===== src/logic/lsw_defs.vh =====
// Constants of the wake and mode controller: mode codes, wake detector states,
// synchroniser reset pattern and timing figures.
// Assumes the including module runs on a 10 MHz system clock.
`ifndef LSW_DEFS_VH
`define LSW_DEFS_VH

// ----------------------------------------------------------------------
// Operating modes
// ----------------------------------------------------------------------
`define LSW_MODE_UNPOWERED 3'h0
`define LSW_MODE_FAILSAFE 3'h1
`define LSW_MODE_NORMAL 3'h2
`define LSW_MODE_SILENT 3'h3
`define LSW_MODE_SLEEP 3'h4

// ----------------------------------------------------------------------
// Bus wake detector states
// ----------------------------------------------------------------------
`define LSW_WK_IDLE 2'h0
`define LSW_WK_DOM 2'h1
`define LSW_WK_LONG 2'h2

// ----------------------------------------------------------------------
// Input vector layout and reset pattern
// ----------------------------------------------------------------------
`define LSW_IN_EN 0
`define LSW_IN_TXD 1
`define LSW_IN_BUS 2
`define LSW_IN_PREWAKE 3
`define LSW_IN_BAT_OP 4
`define LSW_IN_BAT_UV 5
`define LSW_IN_VCC_UV 6
`define LSW_IN_OT 7
`define LSW_IN_W 8
`define LSW_SYNC_RST 8'h66

// ----------------------------------------------------------------------
// Timing
// ----------------------------------------------------------------------
// Host reset delay, 4 ms at the 10 MHz clock
`define LSW_RES_CYC 17'h09C40
// Dominant time that qualifies a bus wake, 100 us at the 10 MHz clock
`define LSW_DOM_CYC 11'h3E8

`endif


===== src/logic/lsw_mode_ctrl.v =====
// Mode and wake-up controller of a bus system basis chip: unpowered, fail-safe,
// normal, silent and sleep modes, bus wake detection and host reset output.
// Assumes all inputs are asynchronous levels from pins or analog comparators.
// What this block does
// - Silent mode accepts bus wake only while transmit pin is high.
// - Bus below pre-wake threshold in low power enables receiver, starts wake timer.
// - Wake needs falling edge, dominant longer than wake time, then rising edge.
// - Silent bus wake enters fail-safe, regulator stays on, termination reconnected.
// - After bus wake, receive pin low and transmit pin pulled strongly low.
// - After silent wake, host raising enable goes straight to normal.
// - Sleep bus wake enters fail-safe, regulator on, termination reconnected.
// - Enable high in sleep/silent gives fail-safe, then normal; after ramp and delay from sleep, with no delay from silent.
// - Wake-source indication clears when enable high reaches normal mode.
// - Fail-safe coding: bus wake low/low, battery undervoltage high/low.
// - Supply above operating threshold leaves unpowered; transceiver needs no undervoltage.
// - Reset output low for reset delay; no mode change until it elapses.
// - Sleep with battery undervoltage keeps mode and blocks all wake-ups.
// - Sleep or silent with supply below operating threshold goes unpowered.
// - Silent with regulator undervoltage moves to fail-safe.
// - Normal with battery undervoltage: fail-safe, transceiver off, regulator on.
// - Fail-safe entered by normal undervoltage honours falling enable to low power.
// - Regulator undervoltage in any mode except sleep forces fail-safe.
// - Regulator undervoltage drives host reset low.
// - Over-temperature switches regulator off; back on when indication clears.
// - Fail-safe waits for enable high, then goes to normal.
// - Enable falling with transmit high gives silent, regulator active.
// - Enable falling with transmit low gives sleep, regulator off, reset and receive low.
// - Power-up enters fail-safe with reset low for the power-up reset time.
`include "lsw_defs.vh"

module lsw_mode_ctrl #(
  parameter [16:0] RES_CYC = `LSW_RES_CYC
) (
  input wire sys_clk,
  input wire resetn,
  input wire en_pin,
  input wire txd_in,
  output wire txd_out,
  output wire txd_oe,
  output wire rxd_out,
  input wire bus_in,
  input wire bus_prewake_threshold,
  input wire battery_supply_op,
  input wire battery_supply_uv,
  input wire vcc_uv,
  input wire regulator_overtemp_limit,
  output wire host_reset_out_n,
  output wire regulator_on,
  output wire transceiver_en,
  output wire termination_on,
  output wire bus_rx_en,
  output wire bus_drive_dom,
  output wire [2:0] mode_out
);
  localparam [10:0] DOM_CYC = `LSW_DOM_CYC;

  // ----------------------------------------------------------------------
  // Input synchronisation
  // ----------------------------------------------------------------------
  wire [`LSW_IN_W-1:0] raw_in;
  wire [`LSW_IN_W-1:0] syn_in;
  assign raw_in = {regulator_overtemp_limit, vcc_uv, battery_supply_uv,
                   battery_supply_op, bus_prewake_threshold, bus_in, txd_in, en_pin};
  lsw_sync #(
    .W(`LSW_IN_W),
    .RST_VAL(`LSW_SYNC_RST)
  ) u_sync (
    .sys_clk(sys_clk),
    .resetn(resetn),
    .d(raw_in),
    .q(syn_in)
  );

  wire en_s = syn_in[`LSW_IN_EN];
  wire txd_s = syn_in[`LSW_IN_TXD];
  wire bus_s = syn_in[`LSW_IN_BUS];
  wire prewake_s = syn_in[`LSW_IN_PREWAKE];
  wire bat_op_s = syn_in[`LSW_IN_BAT_OP];
  wire bat_uv_s = syn_in[`LSW_IN_BAT_UV];
  wire vcc_uv_s = syn_in[`LSW_IN_VCC_UV];
  wire ot_s = syn_in[`LSW_IN_OT];

  // ----------------------------------------------------------------------
  // State
  // ----------------------------------------------------------------------
  reg [2:0] mode_r;
  reg [2:0] mode_nxt;
  reg src_wake_r;
  reg src_wake_nxt;
  reg src_uv_r;
  reg src_uv_nxt;
  reg uv_from_normal_r;
  reg uv_from_normal_nxt;
  reg rst_clr;
  reg [16:0] rst_cnt_r;
  reg en_prev_r;
  reg bus_prev_r;
  reg [1:0] wk_r;
  reg [1:0] wk_nxt;
  reg [10:0] dom_cnt_r;
  reg [10:0] dom_cnt_nxt;
  reg txd_out_r;
  reg txd_oe_r;
  reg rxd_out_r;
  reg host_reset_n_r;
  reg regulator_on_r;
  reg transceiver_en_r;
  reg termination_on_r;
  reg bus_rx_en_r;
  reg bus_drive_dom_r;
  wire en_fall = en_prev_r & ~en_s;
  wire bus_fall = bus_prev_r & ~bus_s;
  wire rst_busy = (rst_cnt_r != RES_CYC);

  function is_low_power;
    input [2:0] m;
    begin
      is_low_power = (m == `LSW_MODE_SLEEP) || (m == `LSW_MODE_SILENT);
    end
  endfunction

  function [2:0] low_power_pick;
    input txd_high;
    begin
      if (txd_high)
        low_power_pick = `LSW_MODE_SILENT;
      else
        low_power_pick = `LSW_MODE_SLEEP;
    end
  endfunction

  // Bus wake is only armed where the mode lets it count
  wire wake_allowed = ((mode_r == `LSW_MODE_SILENT) && txd_s) ||
                      ((mode_r == `LSW_MODE_SLEEP) && !bat_uv_s);
  wire wake_hit = (wk_r == `LSW_WK_LONG) && bus_s && wake_allowed;

  // ----------------------------------------------------------------------
  // Bus wake detector
  // ----------------------------------------------------------------------
  always @*
  begin
    wk_nxt = wk_r;
    dom_cnt_nxt = dom_cnt_r;
    if (!wake_allowed)
    begin
      wk_nxt = `LSW_WK_IDLE;
      dom_cnt_nxt = 11'h000;
    end
    else
    begin
      case (wk_r)
        `LSW_WK_IDLE:
        begin
          dom_cnt_nxt = 11'h000;
          if (prewake_s && bus_fall)
            wk_nxt = `LSW_WK_DOM;
        end
        `LSW_WK_DOM:
        begin
          if (bus_s)
            wk_nxt = `LSW_WK_IDLE;
          else if (dom_cnt_r == DOM_CYC)
            wk_nxt = `LSW_WK_LONG;
          else
            dom_cnt_nxt = dom_cnt_r + 11'h001;
        end
        `LSW_WK_LONG:
          if (bus_s)
            wk_nxt = `LSW_WK_IDLE;
        default:
          wk_nxt = `LSW_WK_IDLE;
      endcase
    end
  end

  // ----------------------------------------------------------------------
  // Mode state machine
  // ----------------------------------------------------------------------
  always @*
  begin
    mode_nxt = mode_r;
    src_wake_nxt = src_wake_r;
    src_uv_nxt = src_uv_r;
    uv_from_normal_nxt = uv_from_normal_r;
    rst_clr = 1'b0;
    if (!bat_op_s)
    begin
      // Losing the supply outranks everything else
      mode_nxt = `LSW_MODE_UNPOWERED;
      src_wake_nxt = 1'b0;
      src_uv_nxt = 1'b0;
      uv_from_normal_nxt = 1'b0;
      rst_clr = 1'b1;
    end
    else
    begin
      case (mode_r)
        `LSW_MODE_UNPOWERED:
        begin
          mode_nxt = `LSW_MODE_FAILSAFE;
          rst_clr = 1'b1;
        end
        `LSW_MODE_SLEEP:
        begin
          // Regulator is off here, so its undervoltage is expected and ignored
          if (!bat_uv_s)
          begin
            if (wake_hit)
            begin
              mode_nxt = `LSW_MODE_FAILSAFE;
              src_wake_nxt = 1'b1;
              rst_clr = 1'b1;
            end
            else if (en_s)
            begin
              mode_nxt = `LSW_MODE_FAILSAFE;
              rst_clr = 1'b1;
            end
          end
        end
        `LSW_MODE_SILENT:
        begin
          if (vcc_uv_s)
            mode_nxt = `LSW_MODE_FAILSAFE;
          else if (wake_hit)
          begin
            mode_nxt = `LSW_MODE_FAILSAFE;
            src_wake_nxt = 1'b1;
          end
          else if (en_s)
            mode_nxt = `LSW_MODE_FAILSAFE;
        end
        `LSW_MODE_NORMAL:
        begin
          if (vcc_uv_s)
            mode_nxt = `LSW_MODE_FAILSAFE;
          else if (bat_uv_s)
          begin
            mode_nxt = `LSW_MODE_FAILSAFE;
            src_uv_nxt = 1'b1;
            uv_from_normal_nxt = 1'b1;
          end
          else if (en_fall)
          begin
            mode_nxt = low_power_pick(txd_s);
            rst_clr = !txd_s;
          end
        end
        `LSW_MODE_FAILSAFE:
        begin
          if (!rst_busy)
          begin
            if (uv_from_normal_r && en_fall)
            begin
              mode_nxt = low_power_pick(txd_s);
              rst_clr = !txd_s;
              uv_from_normal_nxt = 1'b0;
            end
            else if (en_s && !bat_uv_s)
            begin
              mode_nxt = `LSW_MODE_NORMAL;
              src_wake_nxt = 1'b0;
              src_uv_nxt = 1'b0;
              uv_from_normal_nxt = 1'b0;
            end
          end
        end
        default:
        begin
          mode_nxt = `LSW_MODE_UNPOWERED;
          rst_clr = 1'b1;
        end
      endcase
    end
  end

  always @(posedge sys_clk or negedge resetn)
  begin
    if (!resetn)
    begin
      mode_r <= `LSW_MODE_UNPOWERED;
      src_wake_r <= 1'b0;
      src_uv_r <= 1'b0;
      uv_from_normal_r <= 1'b0;
      en_prev_r <= 1'b0;
      bus_prev_r <= 1'b1;
      wk_r <= `LSW_WK_IDLE;
      dom_cnt_r <= 11'h000;
    end
    else
    begin
      mode_r <= mode_nxt;
      src_wake_r <= src_wake_nxt;
      src_uv_r <= src_uv_nxt;
      uv_from_normal_r <= uv_from_normal_nxt;
      en_prev_r <= en_s;
      bus_prev_r <= bus_s;
      wk_r <= wk_nxt;
      dom_cnt_r <= dom_cnt_nxt;
    end
  end

  // ----------------------------------------------------------------------
  // Reset delay
  // ----------------------------------------------------------------------
  // Counts only with a healthy regulator, so ramp-up time adds to the delay
  always @(posedge sys_clk or negedge resetn)
  begin
    if (!resetn)
      rst_cnt_r <= 17'h00000;
    else if (rst_clr || vcc_uv_s || !regulator_on_r)
      rst_cnt_r <= 17'h00000;
    else if (rst_busy)
      rst_cnt_r <= rst_cnt_r + 17'h00001;
  end

  // ----------------------------------------------------------------------
  // Registered pin and control outputs
  // ----------------------------------------------------------------------
  wire fs_mode = (mode_r == `LSW_MODE_FAILSAFE);
  wire nm_mode = (mode_r == `LSW_MODE_NORMAL);
  wire sl_mode = (mode_r == `LSW_MODE_SILENT);
  always @(posedge sys_clk or negedge resetn)
  begin
    if (!resetn)
    begin
      txd_out_r <= 1'b1;
      txd_oe_r <= 1'b0;
      rxd_out_r <= 1'b0;
      host_reset_n_r <= 1'b0;
      regulator_on_r <= 1'b0;
      transceiver_en_r <= 1'b0;
      termination_on_r <= 1'b0;
      bus_rx_en_r <= 1'b0;
      bus_drive_dom_r <= 1'b0;
    end
    else
    begin
      // Temperature shutdown overrides every mode; the comparator supplies hysteresis
      regulator_on_r <= (fs_mode || nm_mode || sl_mode) && !ot_s;
      transceiver_en_r <= nm_mode && !bat_uv_s;
      termination_on_r <= fs_mode || nm_mode;
      bus_rx_en_r <= nm_mode || (is_low_power(mode_r) && prewake_s);
      bus_drive_dom_r <= nm_mode && !bat_uv_s && !txd_s;
      host_reset_n_r <= !rst_busy && !vcc_uv_s && regulator_on_r;
      txd_oe_r <= fs_mode;
      txd_out_r <= !src_wake_r;
      if (fs_mode)
        rxd_out_r <= !(src_wake_r || src_uv_r);
      else if (nm_mode)
        rxd_out_r <= bus_s;
      else
        rxd_out_r <= sl_mode;
    end
  end

  assign txd_out = txd_out_r;
  assign txd_oe = txd_oe_r;
  assign rxd_out = rxd_out_r;
  assign host_reset_out_n = host_reset_n_r;
  assign regulator_on = regulator_on_r;
  assign transceiver_en = transceiver_en_r;
  assign termination_on = termination_on_r;
  assign bus_rx_en = bus_rx_en_r;
  assign bus_drive_dom = bus_drive_dom_r;
  assign mode_out = mode_r;
endmodule // lsw_mode_ctrl


===== src/logic/lsw_sync.v =====
// Three-stage input synchroniser with agreement filter, one lane per bit.
// Assumes asynchronous pin levels; output moves only when stages two and three agree.
module lsw_sync #(
  parameter W = 8,
  parameter [W-1:0] RST_VAL = {W{1'b0}}
) (
  input wire sys_clk,
  input wire resetn,
  input wire [W-1:0] d,
  output wire [W-1:0] q
);

  genvar i;

  generate
    for (i = 0; i < W; i = i + 1)
    begin : g_lane
      reg s1_r;
      reg s2_r;
      reg s3_r;
      reg q_r;
      // First stage feeds only the second
      always @(posedge sys_clk or negedge resetn)
      begin
        if (!resetn)
        begin
          s1_r <= RST_VAL[i];
          s2_r <= RST_VAL[i];
          s3_r <= RST_VAL[i];
          q_r <= RST_VAL[i];
        end
        else
        begin
          s1_r <= d[i];
          s2_r <= s1_r;
          s3_r <= s2_r;
          if (s2_r == s3_r)
            q_r <= s3_r;
        end
      end
      assign q[i] = q_r;
    end
  endgenerate

endmodule // lsw_sync


===== config.mk =====
export PLATFORM = sky130hd
export DESIGN_NAME = lsw_mode_ctrl
export DESIGN_NICKNAME = d
export VERILOG_FILES = /design/src/logic/lsw_mode_ctrl.v /design/src/logic/lsw_sync.v
export VERILOG_INCLUDE_DIRS = /design/src /design/src/logic
export SDC_FILE = /design/constraint.sdc
export NUM_CORES = 1
export LEC_CHECK = 0
export ABC_AREA = 1
export BUFFER_PORTS_ARGS = -buffer_cell sky130_fd_sc_hd__buf_2
export CAP_MARGIN = 20
export CORE_MARGIN = 2
export CORE_UTILIZATION = 55
export CTS_CLUSTER_DIAMETER = 30
export CTS_CLUSTER_SIZE = 8
export DETAILED_ROUTE_END_ITERATION = 8
export GPL_TIMING_DRIVEN = 0
export PLACE_DENSITY = 0.76
export SLEW_MARGIN = 30
export SYNTH_ARGS = -nofsm -noshare
export SYNTH_HDL_FRONTEND = slang
export SYNTH_SLANG_ARGS = --single-unit

===== constraint.sdc =====
create_clock -name sys_clk -period 1.8 [get_ports sys_clk]
set_clock_uncertainty 0.15 [all_clocks]
set_input_delay 0.18 -clock sys_clk [delete_from_list [all_inputs] [get_ports sys_clk]]
set_output_delay 0.18 -clock sys_clk [all_outputs]
set_load 0.05 [all_outputs]

==> reports/summary.txt, run 1 <==
Syn avg cell area: 8.96 um2
Status: finished, final reports clean
Fmax: 558 MHz
Reg clk slew, reported paths: 0.09 ns
CP Max Fanout: 6
NumNets Final: 515
Type of element launching the critical path: register
Multi-input gate area: 1800 um2
Syn_nets: 439
Met2 GRT Util: 34.6%
Worst-Skew Late Latency: 0.36 ns
Via count: 3158
Finished Cell Area: 4870 um2
Port-buffer cells: 21
Global route overflow: 0
Critical path arrival: 1.89 ns
Die Width: 87.2 um
Final setup violation count: 0
Iteration-0 DRC Markers: 242
Area leader, netlist: dfrtp_1
CTS H-tree depth: 3
Die ar.: 7610 um2
Worst min path class: reg2reg
Post-synthesis cell type count: 32
GR Util met3: 4.36%
Slew of the pin with the lowest slew margin: 0.540 ns
Final TNS setup: 0 ns
Vias in the first global route: 2854
DRC: 0
Crit end category: register
Routed vias/inst: 5.39
Critical path required time: 1.90 ns
Top cells by area, synth: dfrtp_1 40%, dfstp_2 12%, nand2_1 9.2%
Storage cell area: 2000 um2
Die Ht: 87.2 um
Final Hold Vio Count: 0
Power Density: 939 nW/um2
Cells after synthesis: 425
Placed cell area: 4040 um2
First-pass GRT wire length: 12800 um
# IOs: 22
Core area: 6760 um2
FP Rows: 30
Max Cap Viol: 0
DR WL/cell: 14.0 um
Initial core utilization: 56.4%
Filler Cells Inserted: 473
Post-synthesis sequential area ratio: 52.5%
Synth top area share: 40.1%
DRT Wirelength: 8190 um
Rel. slew slack: 64.0%
Min Tclk post-route: 1.79 ns
Clk sinks: 79
1st-pass router iterations: 7
RSZ-0062 raised after global routing: true
Ys Warns: 0
Synth async-reset ratio: 100%
# diodes: 0
Gpl congestion: 0.955
Synthesized area: 3810 um2
Final Slew Violations: 0
Main synth FF type: dfrtp_1
Util after Layout: 72.1%
GR Util met1: 28.7%
Pin count of the biggest net entering global routing: 45
Fin crit share: 99.6%
P&R area growth vs syn: 28.0%
Clk buf depth: 2
Total Routing Usage GR: 21.6%
Pleak: 2.27 nW
Synth Register Bits: 79
TritonCTS clock tree: built
Post-synth EDFFs: 0
Grt peak-use layer: met2
Antenna-violating nets left: 0
Root Driver: clkbuf_8
Detailed Place HPWL: 4860 um
Initial antenna violation count: 0
WS Path Type: reg2reg
Share of layout cells above drive strength 1: 34.6%
VDD IR max: 0.000806 V
Total CTS buffers: 9
## synth_stat cells (all sizes together) (4+ instances only)
cell type / number
ha: 4
nor3: 15
o21ai: 14
inv: 52
xor2: 10
nor2: 68
nand4: 20
nand2: 100
a21oi: 9
dfrtp: 61
maj3: 8
dfstp: 18
nand3: 35
## placed cells by master (no fill, tap or decap), types with 9 or more instances in the layout
master and count:
nor3_1 10, nand4_1 19, nor2_4 15, nand2_1 82
inv_2 9, clkbuf_8 9, nor2_1 45, dfstp_2 18
dfrtp_1 58, nand2_2 13, nand3_1 31, dlygate4sd3_1 9
buf_4 29, buf_2 20, inv_1 41
## repair_timing
action	CTS	global route
pin swaps	5	19
setup buffers	16	16
gates resized for setup	20	47
cloned	1	2
setup endpoints to repair	32	29
hold buffers	9	0
endpoints found under the hold margin	41	0
## layout make-up
class / count / share of cell area (%)
clock inverters: 7 / 1.75
clock buffers: 9 / 2.54
repair buffers: 65 / 11.0
plain buffers: 3 / 0.591
multi-input cells: 291 / 36.9
flip-flops and latches: 79 / 41.1
well taps: 80 / 2.05
inverters: 52 / 4.11
## flip-flops by register name, indices dropped and copies added (netlist names), 2 cells and up
name / flops
mode_out: 3
u_sync.g_lane.q_r: 8
rst_cnt_r: 17
u_sync.g_lane.s1_r: 8
u_sync.g_lane.s2_r: 8
dom_cnt_r: 11
wk_r: 2
u_sync.g_lane.s3_r: 8
## worst max-delay path, cell delays in order (launching register included)
cell     delay, ns
dfstp_2       0.60
nand4_2       0.14
nand2_4       0.13
nand2_2       0.09
nand2_2       0.10
nand2_4       0.09
nand2_8       0.11
buf_12        0.11
buf_16        0.12
nor2_4        0.03
## report_power, final
| part | switching [mW] | total (mW) | internal (mW) |
|---|---|---|---|
| clock network | 0.717 | 1.39 | 0.669 |
| registers | 0.0833 | 2.01 | 1.93 |
| logic | 0.780 | 1.18 | 0.400 |
| total | 1.58 | 4.57 | 2.99 |
## layer usage
metal  up-vias  wire length [um]
li1       1530                 -
met1      1503              3500
met2       113              4100
met3        12               438
met4         0               159
met5         -                 0
## worst paths after layout
check | start | endpoint | slack (ns) | depth (start not counted)
setup / recovery | u_sync.g_lane[1].q_r | rst_cnt_r[11] | 0.007 | 9
hold / removal | u_sync.g_lane[6].s1_r | u_sync.g_lane[6].s2_r | 0.20 | 0
setup reg to reg | u_sync.g_lane[1].q_r | rst_cnt_r[11] | 0.007 | 9
hold reg to reg | u_sync.g_lane[6].s1_r | u_sync.g_lane[6].s2_r | 0.20 | 0
max in group asynchronous | resetn | u_sync.g_lane[2].s1_r | 0.63 | 3
min in group asynchronous | resetn | u_sync.g_lane[7].s1_r | 0.21 | 2
## metrics by stage
stage	setup slack [ns]	hold slack, ns	power (mW)	cells
after floorplan	0.0228	-0.266	2.71	425
after global placement	-0.196	0.135	2.93	526
after detailed placement	-0.199	0.0526	2.95	527
after CTS	-0.0352	0.193	4.51	569
after global routing	-0.0931	0.207	4.79	586
final	0.00734	0.201	4.57	586
## cells by family (layout without fill, tap and decap cells)
| logic type | Yosys count | in the layout | synth area share (%) |
|---|---|---|---|
| compound gates | 26 | 26 | 4.63 |
| xor+xnor | 10 | 10 | 2.30 |
| fa+ha+maj | 12 | 12 | 3.42 |
| buf+inv | 56 | 136 | 6.21 |
| flops | 79 | 79 | 52.5 |
| mux | 1 | 1 | 0.591 |
| simple gates | 241 | 242 | 30.4 |
No activity file was read; power rests on OpenSTA's default activity.
==> run 2: changes to the inputs <==
--- a/config.mk
+++ b/config.mk
@@ -6,16 +6,16 @@
 export SDC_FILE = /design/constraint.sdc
 export NUM_CORES = 1
 export LEC_CHECK = 0
-export ABC_AREA = 1
 export BUFFER_PORTS_ARGS = -buffer_cell sky130_fd_sc_hd__buf_2
 export CAP_MARGIN = 20
+export CORE_ASPECT_RATIO = 0.7
 export CORE_MARGIN = 2
-export CORE_UTILIZATION = 55
+export CORE_UTILIZATION = 54
 export CTS_CLUSTER_DIAMETER = 30
 export CTS_CLUSTER_SIZE = 8
 export DETAILED_ROUTE_END_ITERATION = 8
 export GPL_TIMING_DRIVEN = 0
-export PLACE_DENSITY = 0.76
+export PLACE_DENSITY = 0.75
 export SLEW_MARGIN = 30
 export SYNTH_ARGS = -nofsm -noshare
 export SYNTH_HDL_FRONTEND = slang
==> reports/summary.txt, run 2 <==
Pre-CTS worst setup slack: -0.444 ns
DR WL/cell: 19.0 um
Die Ht: 72.1 um
Filler Cells Inserted: 391
DRC: 0
Clk sinks: 79
NumNets Final: 417
Ys Warns: 0
Post-synth EDFFs: 0
CP peak stage delay: 0.53 ns
# diodes: 0
Slew of the pin with the lowest slew margin: 0.661 ns
Critical path required time: 1.90 ns
Crit-path leading delay family: simple AND/OR/NAND/NOR gates
Top cells by area, synth: dfrtp_1 43%, dfstp_2 13%, xor2_1 3.9%
P&R area growth vs syn: 35.3%
Root Driver: clkbuf_8
Synth async-reset ratio: 100%
Final Hold Vio Count: 0
TritonCTS clock tree: built
Gpl congestion: 0.849
Count leader, synth: dfrtp_1
Global route overflow: 0
Die Width: 101 um
Worst R2R Start: rst_cnt_r[8]
Flop pwr share: 44.7%
Final Slew Violations: 0
Max reg flops: 17
Total Routing Usage GR: 25.9%
Post-synthesis cell type count: 63
CTS H-tree depth: 3
Initial core utilization: 56.6%
Worst min path class: in2async
Switching Share: 35.2%
DRT Wirelength: 9210 um
Cells along the critical path: or4_4 -> nor4b_4 -> nand3_2 -> a311oi_2 -> mux2_1
Vias in the first global route: 2776
Failing checks: negative setup slack
# IOs: 22
Main synth FF type: dfrtp_1
Most frequent cells in the layout: 51 x dfrtp_1, 37 x buf_4, 21 x nor2_1, 20 x buf_2, 18 x dfstp_2
RSZ-0062 raised after global routing: true
Antenna-violating nets left: 0
Type of element launching the critical path: register
Critical Path Start: rst_cnt_r[8]
Worst-Skew Late Latency: 0.36 ns
Fin crit share: 122%
Status: finished with violations
Share of layout cells above drive strength 1: 47.1%
VDD IR max: 0.000768 V
Most flop-heavy register: rst_cnt_r
Fmax: 455 MHz
Synth cell count leaders: 61 x dfrtp_1, 34 x nor2_1, 22 x nand3_1, 18 x dfstp_2
Clk pwr share: 26.0%
Buf+Inv Stages, Crit Path: 0
Synth top area share: 42.7%
Critical path arrival: 2.30 ns
Initial antenna violation count: 0
Commonest non-fill, non-tap cell in the layout: dfrtp_1
Design Power: 4.66 mW
FP Rows: 24
Synth Register Bits: 79
Pin count of the biggest net entering global routing: 42
Port-buffer cells: 21
Reg clk slew, reported paths: 0.09 ns
Iteration-0 DRC Markers: 246
Final setup violation count: 33
Cells after synthesis: 320
Crit end category: register
Pint: 3.02 mW
1st-pass router iterations: 5
Final TNS setup: -5.95 ns
Routed vias/inst: 6.07
Largest regs: rst_cnt_r x17, dom_cnt_r x11
Detailed Place HPWL: 5110 um
Rel. slew slack: 55.9%
CP Max Fanout: 3
Slowest library cell on the worst path: or4_4
R2R setup slack: -0.40 ns
Post-synthesis sequential area ratio: 56.0%
Total CTS buffers: 9
Power Density: 965 nW/um2
First-pass GRT wire length: 14200 um
Syn avg cell area: 11.2 um2
Syn_nets: 334
Max Cap Viol: 0
Min Tclk post-route: 2.20 ns
Net Sw Power: 1.64 mW
Via count: 2950
Synthesized area: 3570 um2
WS Path Type: reg2reg
Core area: 6310 um2
Area leader, netlist: dfrtp_1
Pleak: 1.98 nW
Clk buf depth: 2
Die ar.: 7290 um2
Slack of the critical path: -0.398 ns
Combinational share of power: 29.2%
[run 2: cell count changes after synthesis, moves of 6 or more]
cell,change
xnor2_1,+6
o21ai_2,-6
nand4_1,-14
inv_1,-35
clkbuf_1,+7
a21oi_1,+8
nor2_4,-9
nand2_1,-81
nor3_1,-7
xor2_1,+6
nand3_1,-11
nor2_1,-20
and3_1,+6
[run 2: final cells by class]
class,instances,area [um2],share of cell area [%]
sequential,79,2010,41.6
timing repair buffer,79,629,13.0
clock inverter,7,56.3,1.16
clock buffer,9,124,2.56
tap,78,97.6,2.02
buffer,7,65.1,1.35
inverter,14,56.3,1.16
multi-input combinational,213,1790,37.1
[run 2: cell families after synthesis]
kind of cell,after synthesis,synth area share (%)
AND/OR/NAND/NOR,130,21.6
multiplexers,5,1.54
XOR/XNOR,22,5.39
buffers and inverters,28,3.71
adder cells (fa/ha/maj),12,3.64
AO/OA/AOI/OAI,44,8.13
flip-flops,79,56.0
[run 2: stage by stage]
stage / utilization [%] / hold slack [ns] / std cells / area [um2]
finish: 76.6 / 0.175 / 486 / 4830
CTS: 73.2 / 0.184 / 476 / 4620
global placement: 61.9 / 0.136 / 419 / 3910
detailed placement: 62.3 / 0.0370 / 420 / 3930
floorplan: - / -0.266 / 320 / 3700
global route: 76.6 / 0.216 / 486 / 4830
[run 2: power by group through the flow]
stage | registers, mW | clock network, mW | logic, mW
floorplan | 2.30 | 0 | 0.473
global placement | 2.08 | 0 | 0.952
detailed placement | 2.09 | 0 | 0.966
CTS | 2.07 | 1.24 | 1.21
global route | 2.11 | 1.33 | 1.44
finish | 2.09 | 1.21 | 1.36
[run 2: final timing paths]
| check | to | depth (start not counted) |
|---|---|---|
| min reg2reg | u_sync.g_lane[3].s2_r | 0 |
| max in group asynchronous | txd_out | 3 |
| min in group sys_clk | u_sync.g_lane[3].s2_r | 0 |
| max reg2reg | mode_out[0] | 5 |
| min | u_sync.g_lane[4].s1_r | 2 |
| max | mode_out[0] | 5 |
[run 2: metal layers]
metal | part of all wire, % | track usage (%) | vias to the layer above
met2 | 44 | 36.8 | 151
met5 | 0 | 0 | -
met1 | 45 | 37.8 | 1447
li1 | - | - | 1306
met4 | 3.3 | 9.01 | 0
met3 | 8.0 | 8.38 | 46
[run 2: what timing repair did]
item                       CTS  global route
pin swaps                   33            13
setup endpoints to repair   36            36
hold endpoints to repair    48             0
gates resized for setup     52            36
hold buffers                 9             0
setup buffers               34            13
cloned                       2             0
==> run 3: changes to the inputs <==
--- a/config.mk
+++ b/config.mk
@@ -9,7 +9,7 @@
 export BUFFER_PORTS_ARGS = -buffer_cell sky130_fd_sc_hd__buf_2
 export CAP_MARGIN = 20
 export CORE_ASPECT_RATIO = 0.7
-export CORE_MARGIN = 2
+export CORE_MARGIN = 3
 export CORE_UTILIZATION = 54
 export CTS_CLUSTER_DIAMETER = 30
 export CTS_CLUSTER_SIZE = 8
==> reports/summary.txt, run 3 (same netlist as run 2, synthesis figures left out) <==
Status: finished with violations
Failing checks: negative setup slack
CP Max Fanout: 2
Fin crit share: 123%
Type of element launching the critical path: register
CP peak stage delay: 0.55 ns
Commonest non-fill, non-tap cell in the layout: dfrtp_1
Core area: 6310 um2
Power Density: 964 nW/um2
Via count: 2758
Net Sw Power: 1.54 mW
P&R area growth vs syn: 30.6%
Total CTS buffers: 9
DR WL met2: 3570 um
Clk pwr share: 26.3%
Rel. slew slack: 53.9%
Max Cap Viol: 0
Flop pwr share: 46.1%
Largest regs: rst_cnt_r x17, dom_cnt_r x11
Buf+Inv Stages, Crit Path: 0
Critical path required time: 1.88 ns
NumNets Final: 405
Die ar.: 7640 um2
Antenna-violating nets left: 0
Slew of the pin with the lowest slew margin: 0.689 ns
Final Slew Violations: 0
Final Hold Vio Count: 0
Design Power: 4.50 mW
Final setup violation count: 33
Switching Share: 34.3%
Placed cell area: 3940 um2
# IOs: 22
Final hold slack: 0.150 ns
VDD IR max: 0.000680 V
RSZ-0062 raised after global routing: true
Die Ht: 74.1 um
Die Width: 103 um
Initial antenna violation count: 0
Global route overflow: 0
Combinational share of power: 27.6%
TritonCTS clock tree: built
Iteration-0 DRC Markers: 290
1st-pass router iterations: 4
Most frequent cells in the layout: 51 x dfrtp_1, 29 x buf_4, 20 x buf_2, 18 x nor2_1, 18 x dfstp_2
Initial core utilization: 56.6%
Critical path arrival: 2.30 ns
DRC: 0
DRT Wirelength: 8200 um
Worst min path class: in2async
Root Driver: clkbuf_8
Crit end category: register
Slowest library cell on the worst path: or4_4
Met1 wire length: 3900 um
Routed vias/inst: 5.82
Fmax: 452 MHz
Reg clk slew, reported paths: 0.08 ns
Placed Cells: 420
Metal3 WL: 561 um
Vias in the first global route: 2507
Non-Filler Instances: 474
DR WL/cell: 17.3 um
CTS H-tree depth: 3
Pin count of the biggest net entering global routing: 50
Port-buffer cells: 21
Gpl congestion: 0.822
Finished Cell Area: 4670 um2
Top routing layer in use: met4
Total Routing Usage GR: 21.9%
Min Tclk post-route: 2.21 ns
Slack of the critical path: -0.411 ns
FP Rows: 24
Most flop-heavy register: rst_cnt_r
Cells along the critical path: or4_4 -> nor4b_4 -> nand3_2 -> a311oi_2 -> mux2_1
Pint: 2.95 mW
Crit-path leading delay family: simple AND/OR/NAND/NOR gates
Clk sinks: 79
Worst-Skew Late Latency: 0.35 ns
Pleak: 1.85 nW
Detailed Place HPWL: 4910 um
# diodes: 0
Max reg flops: 17
Clk buf depth: 2
First-pass GRT wire length: 12600 um
Share of layout cells above drive strength 1: 43.7%
WS Path Type: reg2reg
run 3: cell types whose count changed in the layout (fill, tap and decap cells not counted), sizes merged:
| cell | before | now |
|---|---|---|
| clkinv | 4 | 1 |
| buf | 72 | 59 |
| clkinvlp | 1 | 3 |
| clkbuf | 14 | 17 |
| inv | 16 | 15 |
run 3: worst paths after layout:
kind / startpoint / endpoint / slack [ns] / cells after the start
worst max register to register: rst_cnt_r[13] / mode_out[0] / -0.41 / 5
worst max-delay path: rst_cnt_r[13] / mode_out[0] / -0.41 / 5
min in group sys_clk: u_sync.g_lane[6].s1_r / u_sync.g_lane[6].s2_r / 0.20 / 0
worst min-delay path: resetn / dom_cnt_r[9] / 0.15 / 2
worst min register to register: u_sync.g_lane[6].s1_r / u_sync.g_lane[6].s2_r / 0.20 / 0
max in group asynchronous: resetn / u_sync.g_lane[6].s1_r / 0.73 / 3
run 3: layout make-up:
class	count	area, um2
plain buffers	7	62.6
clock buffers	11	131
clock inverters	5	41.3
fillers	406	1640
inverters	14	56.3
multi-input cells	213	1740
flip-flops and latches	79	2010
well taps	78	97.6
repair buffers	67	526
run 3: metal layers:
| layer | global-route usage [%] | vias to the layer above |
|---|---|---|
| met4 | 6.61 | 0 |
| met2 | 29.9 | 102 |
| met5 | 0 | - |
| met3 | 5.62 | 21 |
| met1 | 34.4 | 1369 |
| li1 | - | 1266 |
run 3: through the flow:
step	utilization [%]	setup WS [ns]	TNS [ns]
final	74.0	-0.411	-5.89
after detailed placement	62.4	-0.504	-9.85
after global routing	74.0	-0.480	-8.35
after floorplan	-	-0.350	-5.87
after global placement	61.9	-0.497	-15.21
after CTS	71.6	-0.509	-4.38
run 3: power by group through the flow:
stage	Sequential [mW]	Clock (mW)	Combinational [mW]
6_report	2.07	1.18	1.24
5_1_grt	2.09	1.30	1.32
3_3_place_gp	2.08	0	0.939
3_5_place_dp	2.08	0	0.961
4_1_cts	2.05	1.21	1.12
2_1_floorplan	2.30	0	0.473
run 3: timing repair:
| action | in CTS | in global routing |
|---|---|---|
| pin swaps | 30 | 22 |
| gates cloned | 2 | 0 |
| setup endpoints to repair | 36 | 36 |
| hold buffers | 9 | 0 |
| endpoints found under the hold margin | 61 | 0 |
| buffers inserted | 26 | 8 |
| gates resized for setup | 35 | 36 |
